## src/identify_cfg.svh

```systemverilog
// Word indices, field positions and fixed values of the identify capability words
`ifndef IDENTIFY_CFG_SVH
`define IDENTIFY_CFG_SVH

// ==========================================================================
// Word indices
`define IDW_QUEUE_DEPTH     8'h4B
`define IDW_SERIAL_CAPS     8'h4C
`define IDW_SER_FEAT_SUP    8'h4E
`define IDW_SER_FEAT_ENA    8'h4F
`define IDW_CMD_SUP_1       8'h52
`define IDW_CMD_SUP_2       8'h53
`define IDW_CMD_SUP_3       8'h54
`define IDW_CMD_ENA_1       8'h55
`define IDW_CMD_ENA_2       8'h56
`define IDW_CMD_ENA_3       8'h57
`define IDW_UDMA_MODES      8'h58
`define IDW_ERASE_TIME      8'h59
`define IDW_MASTER_REV      8'h5C
`define IDW_SEC_STATUS      8'h80

// ==========================================================================
// Field positions and fixed values
`define QDEPTH_MSB          4
`define VALID_SIG_BIT       14
`define VALID_ZERO_BIT      15
`define PACKET_BIT          4
`define UDMA_SEL_LSB        8
`define UDMA_MODES          7
`define SEC_LEVEL_MAX_BIT   8
`define SEC_EXPIRED_BIT     4
`define MASTER_REV_NONE     16'hFFFF
`define WORD_ZERO           16'h0000
`define ONE_HOT7_NONE       7'h00

`endif

```

## src/identify_pkg.sv

```systemverilog
// Types shared by the identify capability word generator
package identify_pkg;

    // ======================================================================
    // Live configuration of the drive
    typedef struct packed {
        logic [5:0] ser_feat_on;
        logic [15:0] cmd1_on;
        logic [15:0] cmd2_on;
        logic [6:0] udma_sel;
        logic       mdma_sel;
        logic       sec_enabled;
        logic       sec_level_max;
        logic       sec_locked;
        logic       sec_frozen;
        logic       sec_expired;
        logic [15:0] master_rev;
    } live_cfg_type;

    typedef enum logic [2:0] {
        RD_IDLE = 3'b001,
        RD_LOOK = 3'b010,
        RD_DONE = 3'b100
    } rd_state_type;

endpackage : identify_pkg

```

## src/identify_capability_words.sv

```systemverilog
// Identify words 75..128: capability, feature and security reporting
//
// Functional notes
// - Queue depth word: depth minus one, low bits
// - Caps word: event counters, host PM, queuing
// - Caps word: gen2, gen1 speed; bit0 zero
// - Feature support word bits 6..1, rest zero
// - Feature enabled word mirrors support layout
// - Supported words two, three: valid signature
// - Packet feature bit reads zero
// - First supported word command flags
// - Second supported word flush, overlay, 48-bit
// - Third supported word name, logging, self-test
// - First enabled word reports live enables
// - Third enabled word valid signature
// - Never more than one DMA mode selected
// - Selected ultra mode one-hot bits 14..8
// - Supported ultra modes cumulative bits 6..0
// - No ultra support gives zero word
// - Erase time in two-minute units
// - Master revision, all ones when unsupported
// - Level bit set only enabled at maximum
// - Expired count aborts unlock and erase
// - Security status flag bits 5..0
`timescale 1ns/10ps
`include "identify_cfg.svh"

module identify_capability_words #(
    parameter logic [5:0]  QUEUE_DEPTH    = 6'd32,
    parameter logic        EVENT_CNT_SUP  = 1'b0,
    parameter logic        HOST_PM_SUP    = 1'b1,
    parameter logic        NCQ_SUP        = 1'b1,
    parameter logic        GEN2_SUP       = 1'b1,
    parameter logic        GEN1_SUP       = 1'b1,
    parameter logic [5:0]  SER_FEAT_SUP   = 6'h08,
    parameter logic [15:0] CMD1_SUP       = 16'h740B,
    parameter logic [12:0] CMD2_SUP       = 13'h1C00,
    parameter logic [13:0] CMD3_SUP       = 14'h0123,
    parameter logic [2:0]  UDMA_MAX       = 3'd6,
    parameter logic        UDMA_SUP       = 1'b1,
    parameter logic        SEC_SUP        = 1'b1,
    parameter logic        ENH_ERASE_SUP  = 1'b0,
    parameter logic        REV_SUP        = 1'b1,
    parameter logic [15:0] ERASE_UNITS    = 16'h0001
) (
    // Clock and reset
    input  wire logic                       clk_sys_i,
    input  wire logic                       rst_n_i,
    // Live configuration
    input  wire identify_pkg::live_cfg_type cfg_i,
    // Identify word request
    input  wire logic                       rd_req_i,
    input  wire logic [7:0]                 rd_index_i,
    output logic                            rd_ack_o,
    output logic [15:0]                     rd_data_o,
    // Security command gate and selection error
    output logic                            sec_cmd_abort_o,
    output logic                            dma_sel_err_o
);

    // ======================================================================
    // Helpers
    function automatic logic [6:0] cumulative(input logic [2:0] top, input logic sup);
        logic [6:0] m;
        m = `ONE_HOT7_NONE;
        for (int i = 0; i < `UDMA_MODES; i++) begin
            if (sup && (3'(i) <= top)) begin
                m[i] = 1'b1;
            end
        end
        return m;
    endfunction : cumulative

    function automatic logic is_one_hot_or_zero(input logic [6:0] v);
        return (v & (v - 7'd1)) == `ONE_HOT7_NONE;
    endfunction : is_one_hot_or_zero

    // ======================================================================
    // Word assembly
    logic [15:0] word_next;
    logic [15:0] rd_data_reg;
    logic        rd_ack_reg;
    logic [6:0]  udma_sel_safe;
    logic        sel_conflict;
    identify_pkg::rd_state_type state_reg;

    always_comb begin
        sel_conflict  = cfg_i.mdma_sel || !is_one_hot_or_zero(cfg_i.udma_sel);
        udma_sel_safe = (sel_conflict || !UDMA_SUP) ? `ONE_HOT7_NONE : cfg_i.udma_sel;
    end

    always_comb begin
        word_next = `WORD_ZERO;
        unique case (rd_index_i)
            `IDW_QUEUE_DEPTH: word_next[`QDEPTH_MSB:0] = 5'(QUEUE_DEPTH - 6'd1);
            `IDW_SERIAL_CAPS: word_next = {5'h00, EVENT_CNT_SUP, HOST_PM_SUP, NCQ_SUP,
                                           5'h00, GEN2_SUP, GEN1_SUP, 1'b0};
            `IDW_SER_FEAT_SUP: word_next = {9'h000, SER_FEAT_SUP, 1'b0};
            `IDW_SER_FEAT_ENA: word_next = {9'h000, cfg_i.ser_feat_on & SER_FEAT_SUP, 1'b0};
            `IDW_CMD_SUP_1: begin
                word_next = CMD1_SUP;
                word_next[`PACKET_BIT] = 1'b0;
            end
            `IDW_CMD_SUP_2: begin
                word_next = {2'b00, CMD2_SUP[12:0] & 13'h1C00, 1'b0};
                word_next[12:10] = CMD2_SUP[12:10];
                word_next[13] = CMD2_SUP[12] & 1'b1;
                word_next[`VALID_SIG_BIT]  = 1'b1;
                word_next[`VALID_ZERO_BIT] = 1'b0;
            end
            `IDW_CMD_SUP_3: begin
                word_next = {2'b00, CMD3_SUP};
                word_next[`VALID_SIG_BIT]  = 1'b1;
                word_next[`VALID_ZERO_BIT] = 1'b0;
            end
            `IDW_CMD_ENA_1: begin
                word_next = cfg_i.cmd1_on & CMD1_SUP;
                word_next[1] = cfg_i.sec_enabled & SEC_SUP;
                word_next[`PACKET_BIT] = 1'b0;
            end
            // only bit 0 is defined here
            `IDW_CMD_ENA_2: word_next[0] = cfg_i.cmd2_on[0];
            `IDW_CMD_ENA_3: begin
                word_next[`VALID_SIG_BIT]  = 1'b1;
                word_next[`VALID_ZERO_BIT] = 1'b0;
            end
            `IDW_UDMA_MODES: word_next = UDMA_SUP ?
                {1'b0, udma_sel_safe, 1'b0, cumulative(UDMA_MAX, UDMA_SUP)} : `WORD_ZERO;
            `IDW_ERASE_TIME: word_next = SEC_SUP ? ERASE_UNITS : `WORD_ZERO;
            `IDW_MASTER_REV: word_next = REV_SUP ? cfg_i.master_rev : `MASTER_REV_NONE;
            `IDW_SEC_STATUS: begin
                word_next[`SEC_LEVEL_MAX_BIT] = cfg_i.sec_enabled & cfg_i.sec_level_max & SEC_SUP;
                word_next[5] = ENH_ERASE_SUP & SEC_SUP;
                word_next[`SEC_EXPIRED_BIT] = cfg_i.sec_expired & SEC_SUP;
                word_next[3] = cfg_i.sec_frozen & SEC_SUP;
                word_next[2] = cfg_i.sec_locked & SEC_SUP;
                word_next[1] = cfg_i.sec_enabled & SEC_SUP;
                word_next[0] = SEC_SUP;
            end
            default: word_next = `WORD_ZERO;
        endcase
    end

    // ======================================================================
    // Request handshake: word latched and ack raised on the same edge after the request
    always_ff @(posedge clk_sys_i) begin
        if (!rst_n_i) begin
            state_reg <= identify_pkg::RD_IDLE;
        end else begin
            unique case (state_reg)
                identify_pkg::RD_IDLE: if (rd_req_i) begin
                    state_reg <= identify_pkg::RD_LOOK;
                end
                identify_pkg::RD_LOOK: state_reg <= identify_pkg::RD_DONE;
                identify_pkg::RD_DONE: state_reg <= identify_pkg::RD_IDLE;
                default: state_reg <= identify_pkg::RD_IDLE;
            endcase
        end
    end

    always_ff @(posedge clk_sys_i) begin
        if (!rst_n_i) begin
            rd_data_reg <= `WORD_ZERO;
            rd_ack_reg  <= 1'b0;
        end else begin
            rd_ack_reg <= (state_reg == identify_pkg::RD_IDLE) && rd_req_i;
            if ((state_reg == identify_pkg::RD_IDLE) && rd_req_i) begin
                rd_data_reg <= word_next;
            end
        end
    end

    assign rd_ack_o  = rd_ack_reg;
    assign rd_data_o = rd_data_reg;

    // ======================================================================
    // Security gate and selection error
    logic abort_reg;
    logic dma_err_reg;

    always_ff @(posedge clk_sys_i) begin
        if (!rst_n_i) begin
            abort_reg   <= 1'b0;
            dma_err_reg <= 1'b0;
        end else begin
            abort_reg   <= cfg_i.sec_expired & SEC_SUP;
            dma_err_reg <= sel_conflict;
        end
    end

    assign sec_cmd_abort_o = abort_reg;
    assign dma_sel_err_o   = dma_err_reg;
endmodule : identify_capability_words

```

## config.mk

```make
export PLATFORM = sky130hd
export DESIGN_NAME = identify_capability_words
export DESIGN_NICKNAME = d
export VERILOG_FILES = /design/src/identify_pkg.sv /design/src/identify_capability_words.sv
export VERILOG_INCLUDE_DIRS = /design/src
export SDC_FILE = /design/constraint.sdc
export NUM_CORES = 1
export LEC_CHECK = 0
export ABC_AREA = 1
export BUFFER_PORTS_ARGS = -buffer_cell sky130_fd_sc_hd__buf_2
export CAP_MARGIN = 10
export CORE_UTILIZATION = 38
export CTS_CLUSTER_SIZE = 30
export DETAILED_ROUTE_END_ITERATION = 10
export HOLD_SLACK_MARGIN = 0.03
export PLACE_DENSITY = 0.86
export REMOVE_ABC_BUFFERS = 1
export SLEW_MARGIN = 40
export SYNTH_ARGS = -nofsm -noshare
export SYNTH_HDL_FRONTEND = slang
export SYNTH_SLANG_ARGS = --single-unit
export TNS_END_PERCENT = 20
```

## constraint.sdc

```tcl
create_clock -name clk_sys_i -period 1.15 [get_ports clk_sys_i]
set_input_delay 0.1725 -clock clk_sys_i [delete_from_list [all_inputs] [get_ports clk_sys_i]]
set_output_delay 0.1725 -clock clk_sys_i [all_outputs]
set_load 0.02 [all_outputs]
```

# Yosys cells after proc, flatten, opt, wreduce, memory -nomap -nowiden
# Index checks and enable logic that the tools add are counted.
classes:
  add_sub_neg: 1
  n_eq_ne: 17
  n_mux: 10
  bitwise: 2
  n_reduce_logical: 9
op_table:
  columns: ["op", "n"]
  rows:
  - ["$eq A8 B7 Y1 const B", 13]
  - ["$pmux W4 S9", 1]
  - ["$pmux W5 S6", 1]
  - ["$eq A8 B8 Y1 const B", 1]
  - ["$pmux W1 S4", 2]
  - ["$pmux W2 S4", 1]
  - ["$and A7 B7 Y7", 1]
  - ["$logic_not A7 Y1", 1]
  - ["$mux W7", 1]
  - ["$sub A7 B1 Y7 const B", 1]
  - ["$pmux W3 S2", 1]
  - ["$reduce_or A2 Y1", 3]
  - ["$reduce_or A6 Y1", 1]
  - ["$pmux W2 S2", 1]
  - ["$reduce_or A4 Y1", 1]
  - ["$eq A3 B1 Y1 const B", 1]
  - ["$eq A3 B2 Y1 const B", 1]
  - ["$mux W3", 1]
  - ["$ne A2 B2 Y1 const B", 1]
  - ["$pmux W1 S2", 1]
  - ["$and A1 B1 Y1", 1]
  - ["$logic_and A1 B1 Y1", 1]
  - ["$logic_not A1 Y1", 1]
  - ["$logic_or A1 B1 Y1", 1]
totals:
  regBits: 22
  inputBits: 78
  output_inout_bits: 19
  elab_cells: 44

# Depth between registers and ports, before layout
# Gate-level depths: netlist (run 1).
depth:
  depth_word: 7
  mapped_depth: 11
  depth_no_buf: 11

# Worst setup path after synthesis (run 1)
# OpenSTA, ideal clock, no wires.
synth_path:
  path_type: "register to register"
  startpoint: "reg state_reg[2]"
  endpoint: "reg rd_data_reg[14] (netlist: rd_data_o[14])"
  setup_time_ns: 0.117
  arrival_ns: 0.986
  t_required_ns: 1.033
  path_slack_ns: 0.047
  path_stages_with_launch: 8
  path_buffers: 1
  period_less_slack_ns: 1.103
  path_cell_list: "dfxtp_1 -> inv_1 -> nand4_1 -> inv_1 -> buf_2 -> nand4_1 -> nor2_1 -> nor2_1"
synth_via:
  elab_chain_cells: 2
synth_rtl:
  columns: ["item", "line", "source"]
  rows:
  - ["from (decl)", "identify_capability_words.sv:85", "identify_pkg::rd_state_type state_reg;"]
  - ["from (signal assigned)", "identify_capability_words.sv:148", "state_reg <= identify_pkg::RD_IDLE;"]
  - ["from (signal assigned)", "identify_capability_words.sv:152", "state_reg <= identify_pkg::RD_LOOK;"]
  - ["from (signal assigned)", "identify_capability_words.sv:154", "identify_pkg::RD_LOOK: state_reg <= identify_pkg::RD_DONE;"]
  - ["$eq A3 B1 Y1", "identify_capability_words.sv:167", "if ((state_reg == identify_pkg::RD_IDLE) && rd_req_i) begin"]
  - ["$logic_and A1 B1 Y1", "identify_capability_words.sv:167", null]
  - ["to (signal assigned)", "identify_capability_words.sv:163", "rd_data_reg <= `WORD_ZERO;"]
  - ["to (signal assigned)", "identify_capability_words.sv:168", "rd_data_reg <= word_next;"]
  - ["to (decl)", "identify_capability_words.sv:81", "logic [15:0] rd_data_reg;"]
# Every way passes these cells.
# A chain may end at the register's enable or synchronous reset.

# Worst setup path in the final report (run 1)
layout_path:
  startpoint: "reg state_reg[1]"
  endpoint: "reg state_reg[0]"
layout_via:
  elab_chain_cells: 2
  word_cells_on_any_way: 4
  classes_between: "eq/ne (3); mux (1)"
layout_rtl:
  columns: ["item", "line", "source"]
  rows:
  - ["$eq A3 B2 Y1 or $eq A3 B1 Y1 (tied branches)", "identify_capability_words.sv:150", "unique case (state_reg)"]
  - ["$pmux W3 S2 or $ne A2 B2 Y1 (tied branches)", null, null]
# Parallel ways exist; a longest one is shown, timed or not.

==> summary.md, run 1 <==
| Metric | Value |
|---|---|
| Clk slew on worst S/H paths | 70 ps |
| Post-Syn Instances | 241 |
| Clock Latency Late Sink | 260 ps |
| Port bufs | 66 |
| Worst Hold Class | in2reg |
| Final ANT Viol Nets | 0 |
| Min cycle time layout | 1090 ps |
| Worst path bufs/invs | 4 |
| I/O Pins | 97 |
| Vias in the first global route | 1,639 |
| Clock Skews | 0.829 ps |
| Num CTS Buffers | 3 |
| Fillers | 372 |
| Area of the multi-input gates | 890 um2 |
| Max_slew headroom | 72.0% |
| Gpl congestion | 0.864 |
| Reg2Reg Depth | 6 |
| Delay-heaviest family, CP | buffers and inverters |
| Worst reg2reg path endpoint | state_reg[0]$_SDFFE_PN1P_ |
| Vias/cell | 4.81 |
| Sequential fraction of the synthesis area | 30.6% |
| Worst Path Max Fanout | 8 |
| Root buffer cell | clkbuf_8 |
| Status | completed |
| FMAX | 918 MHz |
| Crit Path Class | reg2reg |
| Net count, final | 413 |
| Final hold violations | 0 |
| Initial antenna violation count | 0 |
| CTS tree | built |
| Register bit total from synthesis | 22 |
| Met2 GRT Util | 37.8% |
| Drt first-iter violations | 57 |
| Reg-to-Reg Start | state_reg[1]$_SDFFE_PN0P_ |
| LEAKAGE | 0.00115 uW |
| Via count | 1,837 |
| First-pass GRT wire length | 6.50 mm |
| Count leader, synth | nand2_1 |
| CP most frequent cell | inv_1 |
| Core ar. | 3660 um2 |
| Post-synth ARST share | 0% |
| GRT met1 Usage | 22.5% |
| Largest family of logic cells by synthesized area | simple AND/OR/NAND/NOR gates |
| Startpoint Class | flip-flop |
| Grt ovf | 0 |
| YS warnings | 0 |
| Die area | 4040 um2 |
| Yosys top cell by area | dfxtp_1 |
| Die X | 63.6 um |
| Simple-gate portion of the synthesized area | 45.1% |
| Hold Path Origin | cfg_i[16] |
| Required @ worst endpoint | 1310 ps |
| Share of layout cells above drive strength 1 | 42.5% |
| Cts hold-fix bufs | 0 |
| Die height | 63.6 um |
| Tot Pwr | 1790 uW |
| Synthesized area | 1440 um2 |
| FF/Latch Area | 442 um2 |
| Area contributors post-synth | dfxtp_1 (31%), nand2_1 (17%), nor2_1 (8.9%) |
| Drt drc | 0 |
| Setup crit end kind | flip-flop |
| Row cnt | 22 |
| Largest net degree at the start of global routing | 13 |
| Hpwl dp | 3.27 mm |
| Fin crit share | 94.7% |
| Routed wire per std cell | 10.7 um |
| DR pass1 iterations | 4 |
| WL final | 4.09 mm |
| Flop-to-flop setup slack | 60 ps |
| Post-synth EDFFs | 0 |
| WHS Path Cells | 3 |
| Top_reg_cell synth | dfxtp_1 |
| Synth Area in Compound Gates | 11.9% |
| Post-Synth XOR/XNOR Area | 0% |
| GR peak layer | met2 |
| Peak supply drop | 0.562 mV |
| Final setup viols | 0 |
| Largest stage delay on the critical path | 300 ps |
| RSZ-0062 raised after global routing | yes |
| Clock sink count | 22 |
| Non-Filler Instances | 382 |
| Power Dens Cells | 828 nW/um2 |
| Number of flip-flops under the largest register name | 16 |
| CTS H-Tree Depth | 1 |
| Clock Tree Buf Depth | 2 |
| MaxCap Viol Count | 0 |
| Area Overhead vs Synth | 49.7% |
| Tightest Pin Transition | 416 ps |
| Antenna cells | 0 |
| Synth Area in Adders | 0% |
| Mux share of post-synthesis cell area | 0% |
| Inst Count DP | 373 |
| Hold path endpoint | sec_cmd_abort_o$_SDFF_PN0_ |
| Worst EP arrival | 1250 ps |
| Crit path cell chain | inv_1, nand4_1, buf_6, buf_4, a21oi_2, inv_1 |
| Top cell type's share of synthesized area | 30.6% |
| Total track usage | 19.8% |
| Max-slew violations | 0 |
| Critical-path top delay cell | dfxtp_1 |
| Unique masters post-synth | 20 |
| Grt met3 use | 5.43% |
| Syn Area/Cell | 5.98 um2 |
| Synth top cells by count | nand2_1 (64), nor2_1 (34), inv_1 (30) |
| Starting density of the core | 39.4% |
-- layout make-up --
type                    instances  area share (%)
clock buffers                   4            2.55
inverters                      37            6.55
multi-input cells             176            41.2
flip-flops and latches         22            20.5
well taps                      48            2.78
repair buffers                 95            26.4
-- how the worst max path moves through the flow --
stage          slack (ps)                         end                 startpoint  cells after the start
6_report               60   state_reg[0]$_SDFFE_PN1P_  state_reg[1]$_SDFFE_PN0P_                      6
5_1_grt               -30  rd_data_o[10]$_SDFFE_PN0P_              rd_index_i[1]                     11
4_1_cts                 4   rd_data_o[0]$_SDFFE_PN0P_  state_reg[2]$_SDFFE_PN0P_                      8
3_5_place_dp         -230  rd_data_o[12]$_SDFFE_PN0P_              rd_index_i[7]                     12
3_3_place_gp         -170  rd_data_o[12]$_SDFFE_PN0P_              rd_index_i[7]                     12
2_1_floorplan        -360   rd_data_o[8]$_SDFFE_PN0P_  state_reg[2]$_SDFFE_PN0P_                      6
-- per-layer routing --
layer	vias up	part of all wire, %
met5	-	0
met3	5	7.4
met1	814	43
li1	944	-
met4	0	0.49
met2	74	49
-- metrics by stage --
step	utilization (%)	setup WS [ps]	setup TNS, ps	hold slack (ps)	instance area [um2]
2_1_floorplan	-	-355	-4090	266	1400
3_3_place_gp	54.2	-170	-1970	377	1980
3_5_place_dp	54.2	-229	-2730	383	1980
4_1_cts	55.7	4.33	0	111	2040
5_1_grt	58.9	-33.4	-96.0	115	2160
6_report	58.9	60.8	0	115	2160
-- power breakdown --
group          switching [uW]  internal, uW
Combinational             247           192
Clock                     234           305
Sequential               13.9           795
Total                     495          1290
-- worst register-to-register path, delay by kind of cell, from the launching register on --
family	cells	cell delay, ps
buffers and inverters	4	440
DFF	1	300
and+or+nand+nor	1	150
AOI/OAI and AO/OA	1	110
-- placed cells by master, fill, tap and decap left out, drive strengths merged --
cell     n
buf     95
nand2   72
nor2    41
inv     37
nand3   26
dfxtp   22
a21oi   17
o21ai   12
nand4    7
clkbuf   4
o211ai   1
-- cells by family (layout without fill, tap and decap cells) --
| logic type | count (synthesis) | after routing |
|---|---|---|
| compound gates | 30 | 30 |
| flops | 22 | 22 |
| buf+inv | 43 | 136 |
| simple gates | 146 | 146 |
-- what timing repair did --
| action | in CTS | in global routing |
|---|---|---|
| buffers inserted | 0 | 4 |
| gates resized for setup | 0 | 26 |
| setup endpoints to repair | 0 | 17 |
(Power assumes the default switching activity.)
==> run 2: changes to the inputs <==
--- a/config.mk
+++ b/config.mk
@@ -12,8 +12,10 @@
 export CORE_UTILIZATION = 38
 export CTS_CLUSTER_SIZE = 30
 export DETAILED_ROUTE_END_ITERATION = 10
+export GPL_ROUTABILITY_DRIVEN = 0
 export HOLD_SLACK_MARGIN = 0.03
 export PLACE_DENSITY = 0.86
+export RECOVER_POWER = 100
 export REMOVE_ABC_BUFFERS = 1
 export SLEW_MARGIN = 40
 export SYNTH_ARGS = -nofsm -noshare
==> run 2 against run 1 <==
  * Clock skew unchanged
  * First-iteration DRC count unchanged
  * Via count unchanged
  * Critical endpoint unchanged
  * Critical path type unchanged
  * Non-clock buffer count unchanged
==> summary.md, run 2 (same netlist as run 1, synthesis figures left out) <==
| Metric | Value |
|---|---|
| Delay-heaviest family, CP | buffers and inverters |
| WL final | 4.09 mm |
| Die X | 63.6 um |
| Largest net degree at the start of global routing | 13 |
| Area Overhead vs Synth | 49.6% |
| Place WS | -229 ps |
| Worst path bufs/invs | 4 |
| CTS H-Tree Depth | 1 |
| Core ar. | 3660 um2 |
| Root buffer cell | clkbuf_8 |
| Via count | 1,837 |
| Required @ worst endpoint | 1310 ps |
| Final setup viols | 0 |
| FMAX | 918 MHz |
| Crit path cell chain | inv_1, nand4_1, buf_6, buf_4, a21oi_2, inv_1 |
| Port bufs | 66 |
| Die height | 63.6 um |
| Num CTS Buffers | 3 |
| CTS tree | built |
| Worst EP arrival | 1250 ps |
| Worst Hold Class | in2reg |
| Worst Path Max Fanout | 8 |
| Final hold violations | 0 |
| DR pass1 iterations | 4 |
| Vias in the first global route | 1,639 |
| Clock Latency Late Sink | 260 ps |
| Vias/cell | 4.81 |
| Largest stage delay on the critical path | 300 ps |
| Status | completed |
| Flop-to-flop setup slack | 60 ps |
| RSZ-0062 raised after global routing | yes |
| Peak supply drop | 0.562 mV |
| Number of flip-flops under the largest register name | 16 |
| Routed wire per std cell | 10.7 um |
| CP most frequent cell | inv_1 |
| Crit Path Class | reg2reg |
| Clk slew on worst S/H paths | 70 ps |
| Power Dens Cells | 829 nW/um2 |
| Setup crit end kind | flip-flop |
| Clock Skews | 0.829 ps |
| LEAKAGE | 0.00115 uW |
| Starting density of the core | 39.4% |
| I/O Pins | 97 |
| Startpoint Class | flip-flop |
| Tightest Pin Transition | 416 ps |
| Min cycle time layout | 1090 ps |
| Drt first-iter violations | 57 |
| Die area | 4040 um2 |
| Commonest non-fill, non-tap cell in the layout | buf_2 |
| MaxCap Viol Count | 0 |
| Clock sink count | 22 |
| Leading cell types in the layout, fill and taps excluded | buf_2 (67), nand2_1 (61), nor2_1 (29), inv_1 (27), buf_4 (24) |
| Drt drc | 0 |
| Final ANT Viol Nets | 0 |
| Share of layout cells above drive strength 1 | 42.2% |
| Grt ovf | 0 |
| Clock Tree Buf Depth | 2 |
| Total track usage | 19.8% |
| Hpwl dp | 3.27 mm |
| Post-Route Utilization | 58.9% |
| First-pass GRT wire length | 6.50 mm |
| Initial antenna violation count | 0 |
| Max_slew headroom | 72.0% |
| Critical-path top delay cell | dfxtp_1 |
| Final setup margin | 60.8 ps |
| Fin crit share | 94.7% |
| Net count, final | 413 |
| Cts hold-fix bufs | 0 |
| Antenna cells | 0 |
| Max-slew violations | 0 |
| Row cnt | 22 |
run 2: cell types whose count changed in the layout (fill, tap and decap cells not counted):
cell     before  now
dfxtp_1      21   22
dfxtp_2       1    0
run 2: worst paths after layout:
path / startpoint / to / cells past startpoint
min reg2reg: rd_data_o[13]$_SDFFE_PN0P_ / rd_data_o[13]$_SDFFE_PN0P_ / 2
max: state_reg[1]$_SDFFE_PN0P_ / state_reg[0]$_SDFFE_PN1P_ / 6
max reg2reg: state_reg[1]$_SDFFE_PN0P_ / state_reg[0]$_SDFFE_PN1P_ / 6
min: cfg_i[16] / sec_cmd_abort_o$_SDFF_PN0_ / 3
run 2: layer usage:
metal,global-route usage (%),routed length [um]
met1,22.5,1740
met2,37.8,2020
met3,5.43,304
met4,1.42,20
met5,0,0
run 2: layout make-up:
cell class	instances	area (um2)
multi-input combinational	176	890
tap	48	60.1
sequential	22	440
timing repair buffer	95	569
inverter	37	141
fill	370	1510
clock buffer	4	55.1
run 2: what timing repair did:
item	in CTS	in global routing
gates resized for setup	0	26
setup buffers	0	4
endpoints found under the setup margin	0	17
run 2: worst register-to-register path, delay by kind of cell (launching register included):
family	cells	cell delay [ps]
flops	1	300
compound gates	1	110
simple gates	1	150
buf+inv	4	440
run 2: metrics by stage:
stage / instances / setup TNS [ps] / hold slack [ps] / area [um2] / total power, uW
3_3_place_gp: 373 / -1970 / 377 / 1980 / 1210
3_5_place_dp: 373 / -2730 / 383 / 1980 / 1220
4_1_cts: 377 / 0 / 111 / 2040 / 1760
2_1_floorplan: 235 / -4090 / 266 / 1400 / 1010
5_1_grt: 382 / -96.0 / 115 / 2160 / 1880
6_report: 382 / 0 / 115 / 2160 / 1790
run 2: power by group:
part           internal (uW)  switching, uW  leakage (uW)
clock network            305            234     0.0000288
registers                795           13.9      0.000180
logic                    192            247      0.000939
total                   1290            495       0.00115
==> run 3: changes to the inputs <==
--- a/config.mk
+++ b/config.mk
@@ -14,7 +14,7 @@
 export DETAILED_ROUTE_END_ITERATION = 10
 export GPL_ROUTABILITY_DRIVEN = 0
 export HOLD_SLACK_MARGIN = 0.03
-export PLACE_DENSITY = 0.86
+export PLACE_DENSITY = 0.8
 export RECOVER_POWER = 100
 export REMOVE_ABC_BUFFERS = 1
 export SLEW_MARGIN = 40
==> run 3 against run 2 <==
  * Cell area shrank 3.5%
  * Clock-buffer cell count down 1
  * Sequential share of layout area is 0.80 points higher
  * Clock skew grew 1.5 ps
  * Cell count is 0.52% lower
  * Highest routed layer unchanged
  * Power decreased by 3.3%
  * Register-to-register slack got worse by 40 ps
  * Clock power fell by 12%
  * Largest cell class unchanged
==> summary.md, run 3 (same netlist as run 1, synthesis figures left out) <==
| Metric | Value |
|---|---|
| Max_slew headroom | 74.7% |
| Grt ovf | 0 |
| Largest stage delay on the critical path | 320 ps |
| Reg2Reg Depth | 7 |
| Tightest Pin Transition | 377 ps |
| Power Dens Cells | 830 nW/um2 |
| Flop-to-flop setup slack | 30 ps |
| Pint | 1230 uW |
| Required @ worst endpoint | 1320 ps |
| Area Overhead vs Synth | 44.4% |
| Number of flip-flops under the largest register name | 16 |
| WHS Path Cells | 3 |
| Post-Route Utilization | 56.8% |
| Max-slew violations | 0 |
| Antenna cells | 0 |
| Clock Latency Late Sink | 260 ps |
| Hold Path Origin | cfg_i[16] |
| Leading cell types in the layout, fill and taps excluded | nand2_1 (64), buf_2 (46), nor2_1 (32), inv_1 (27), nand3_1 (25) |
| Startpoint Class | flip-flop |
| Via count | 1,791 |
| Switching power | 497 uW |
| First-pass GRT wire length | 6.51 mm |
| Crit path depth | 7 |
| Routed wire per std cell | 10.5 um |
| Status | completed |
| Worst path bufs/invs | 3 |
| Setup crit end kind | flip-flop |
| Core ar. | 3660 um2 |
| CTS H-Tree Depth | 1 |
| Net count, final | 412 |
| Starting density of the core | 39.4% |
| Reg-to-Reg Start | state_reg[1]$_SDFFE_PN0P_ |
| Fillers | 392 |
| Largest net degree at the start of global routing | 13 |
| FMAX | 889 MHz |
| Worst Path Max Fanout | 5 |
| Crit Path Class | reg2reg |
| Vias/cell | 4.71 |
| Worst Setup SP | state_reg[1]$_SDFFE_PN0P_ |
| Die area | 4040 um2 |
| Final setup viols | 0 |
| FF/Latch Area | 442 um2 |
| Port bufs | 66 |
| Min cycle time layout | 1120 ps |
| Share of layout cells above drive strength 1 | 34.0% |
| MaxCap Viol Count | 0 |
| Place WS | -183 ps |
| Clock Tree Buf Depth | 2 |
| Die X | 63.6 um |
| Num CTS Buffers | 3 |
| I/O Pins | 97 |
| Worst Hold Class | in2reg |
| Flop pwr share | 46.9% |
| Clock sink count | 22 |
| Crit path cell chain | inv_2, nand4_1, buf_6, nor2_4, nand4_1, nand2_1, inv_1 |
| RSZ-0062 raised after global routing | yes |
| Final setup margin | 25.3 ps |
| Switch share | 28.7% |
| Clk slew on worst S/H paths | 80 ps |
| Total track usage | 20.0% |
| Die height | 63.6 um |
| Cts hold-fix bufs | 0 |
| LEAKAGE | 0.00106 uW |
| Commonest non-fill, non-tap cell in the layout | nand2_1 |
| CTS tree | built |
| Area of the multi-input gates | 840 um2 |
| Peak supply drop | 0.516 mV |
| Vias in the first global route | 1,637 |
| Hpwl dp | 3.16 mm |
| Hold path endpoint | sec_cmd_abort_o$_SDFF_PN0_ |
| Critical-path top delay cell | dfxtp_2 |
| Clock Skews | 2.37 ps |
| Drt drc | 0 |
| Comb power frac | 25.7% |
| DR pass1 iterations | 4 |
| Worst reg2reg path endpoint | rd_data_o[0]$_SDFFE_PN0P_ |
| Final hold violations | 0 |
| Delay-heaviest family, CP | simple AND/OR/NAND/NOR gates |
| Drt first-iter violations | 107 |
| Clock network fraction of total power | 27.4% |
| CP most frequent cell | nand4_1 |
| Root buffer cell | clkbuf_8 |
| Worst EP arrival | 1290 ps |
| Fin crit share | 97.8% |
| Final ANT Viol Nets | 0 |
| Row cnt | 22 |
| WL final | 4.00 mm |
| Initial antenna violation count | 0 |
## run 3: cell types whose count changed in the layout (fill, tap and decap cells not counted), moves of 2 or more
cell,before,now
nand3_1,23,25
nor2_1,29,32
nor2_4,6,3
clkbuf_1,0,20
nand2_1,61,64
buf_2,67,46
nand2_2,10,8
nand3_2,3,1
## run 3: tightest hold or removal path: stages
cell	delay, ps
buf_2	90
nand2_1	50
inv_1	40
## run 3: how the worst max path moves through the flow
| stage | end |
|---|---|
| finish | rd_data_o[0]$_SDFFE_PN0P_ |
| detailed placement | rd_data_o[13]$_SDFFE_PN0P_ |
| global route | rd_data_o[8]$_SDFFE_PN0P_ |
| global placement | rd_data_o[1]$_SDFFE_PN0P_ |
| floorplan | rd_data_o[8]$_SDFFE_PN0P_ |
| CTS | rd_data_o[0]$_SDFFE_PN0P_ |
## run 3: power by group through the flow
stage               Clock, uW  Sequential [uW]  Combinational, uW
floorplan                   0              860                147
global placement            0              825                398
detailed placement          0              825                405
CTS                       483              808                407
global route              519              814                490
finish                    474              810                444
## run 3: per-stage QoR
| step | power, uW | TNS (ps) | instance area [um2] | hold slack [ps] | std cells |
|---|---|---|---|---|---|
| floorplan | 1010 | -4090 | 1400 | 266 | 235 |
| global placement | 1220 | -1400 | 1980 | 376 | 373 |
| detailed placement | 1230 | -1920 | 1980 | 388 | 373 |
| CTS | 1700 | 0 | 2030 | 111 | 376 |
| global route | 1820 | -606 | 2080 | 114 | 380 |
| finish | 1730 | 0 | 2080 | 114 | 380 |
## run 3: repair_timing
item,CTS,global route
hold endpoints to repair,0,0
gates cloned,0,1
pin swaps,0,4
resized for setup,1,13
setup buffers,0,3
endpoints found under the setup margin,4,14
## run 3: layout make-up
type | instances | area share, %
multi-input combinational | 176 | 40.3
clock buffer | 3 | 1.98
inverter | 37 | 6.79
timing repair buffer | 94 | 26.8
sequential | 22 | 21.2
tap | 48 | 2.89
## run 3: layer usage
layer | track usage, % | part of all wire (%) | up-vias
met5 | 0 | 0 | -
met4 | 5.11 | 1.5 | 0
met3 | 5.25 | 6.4 | 8
met2 | 35.4 | 48 | 59
met1 | 23.5 | 44 | 789
li1 | - | - | 935
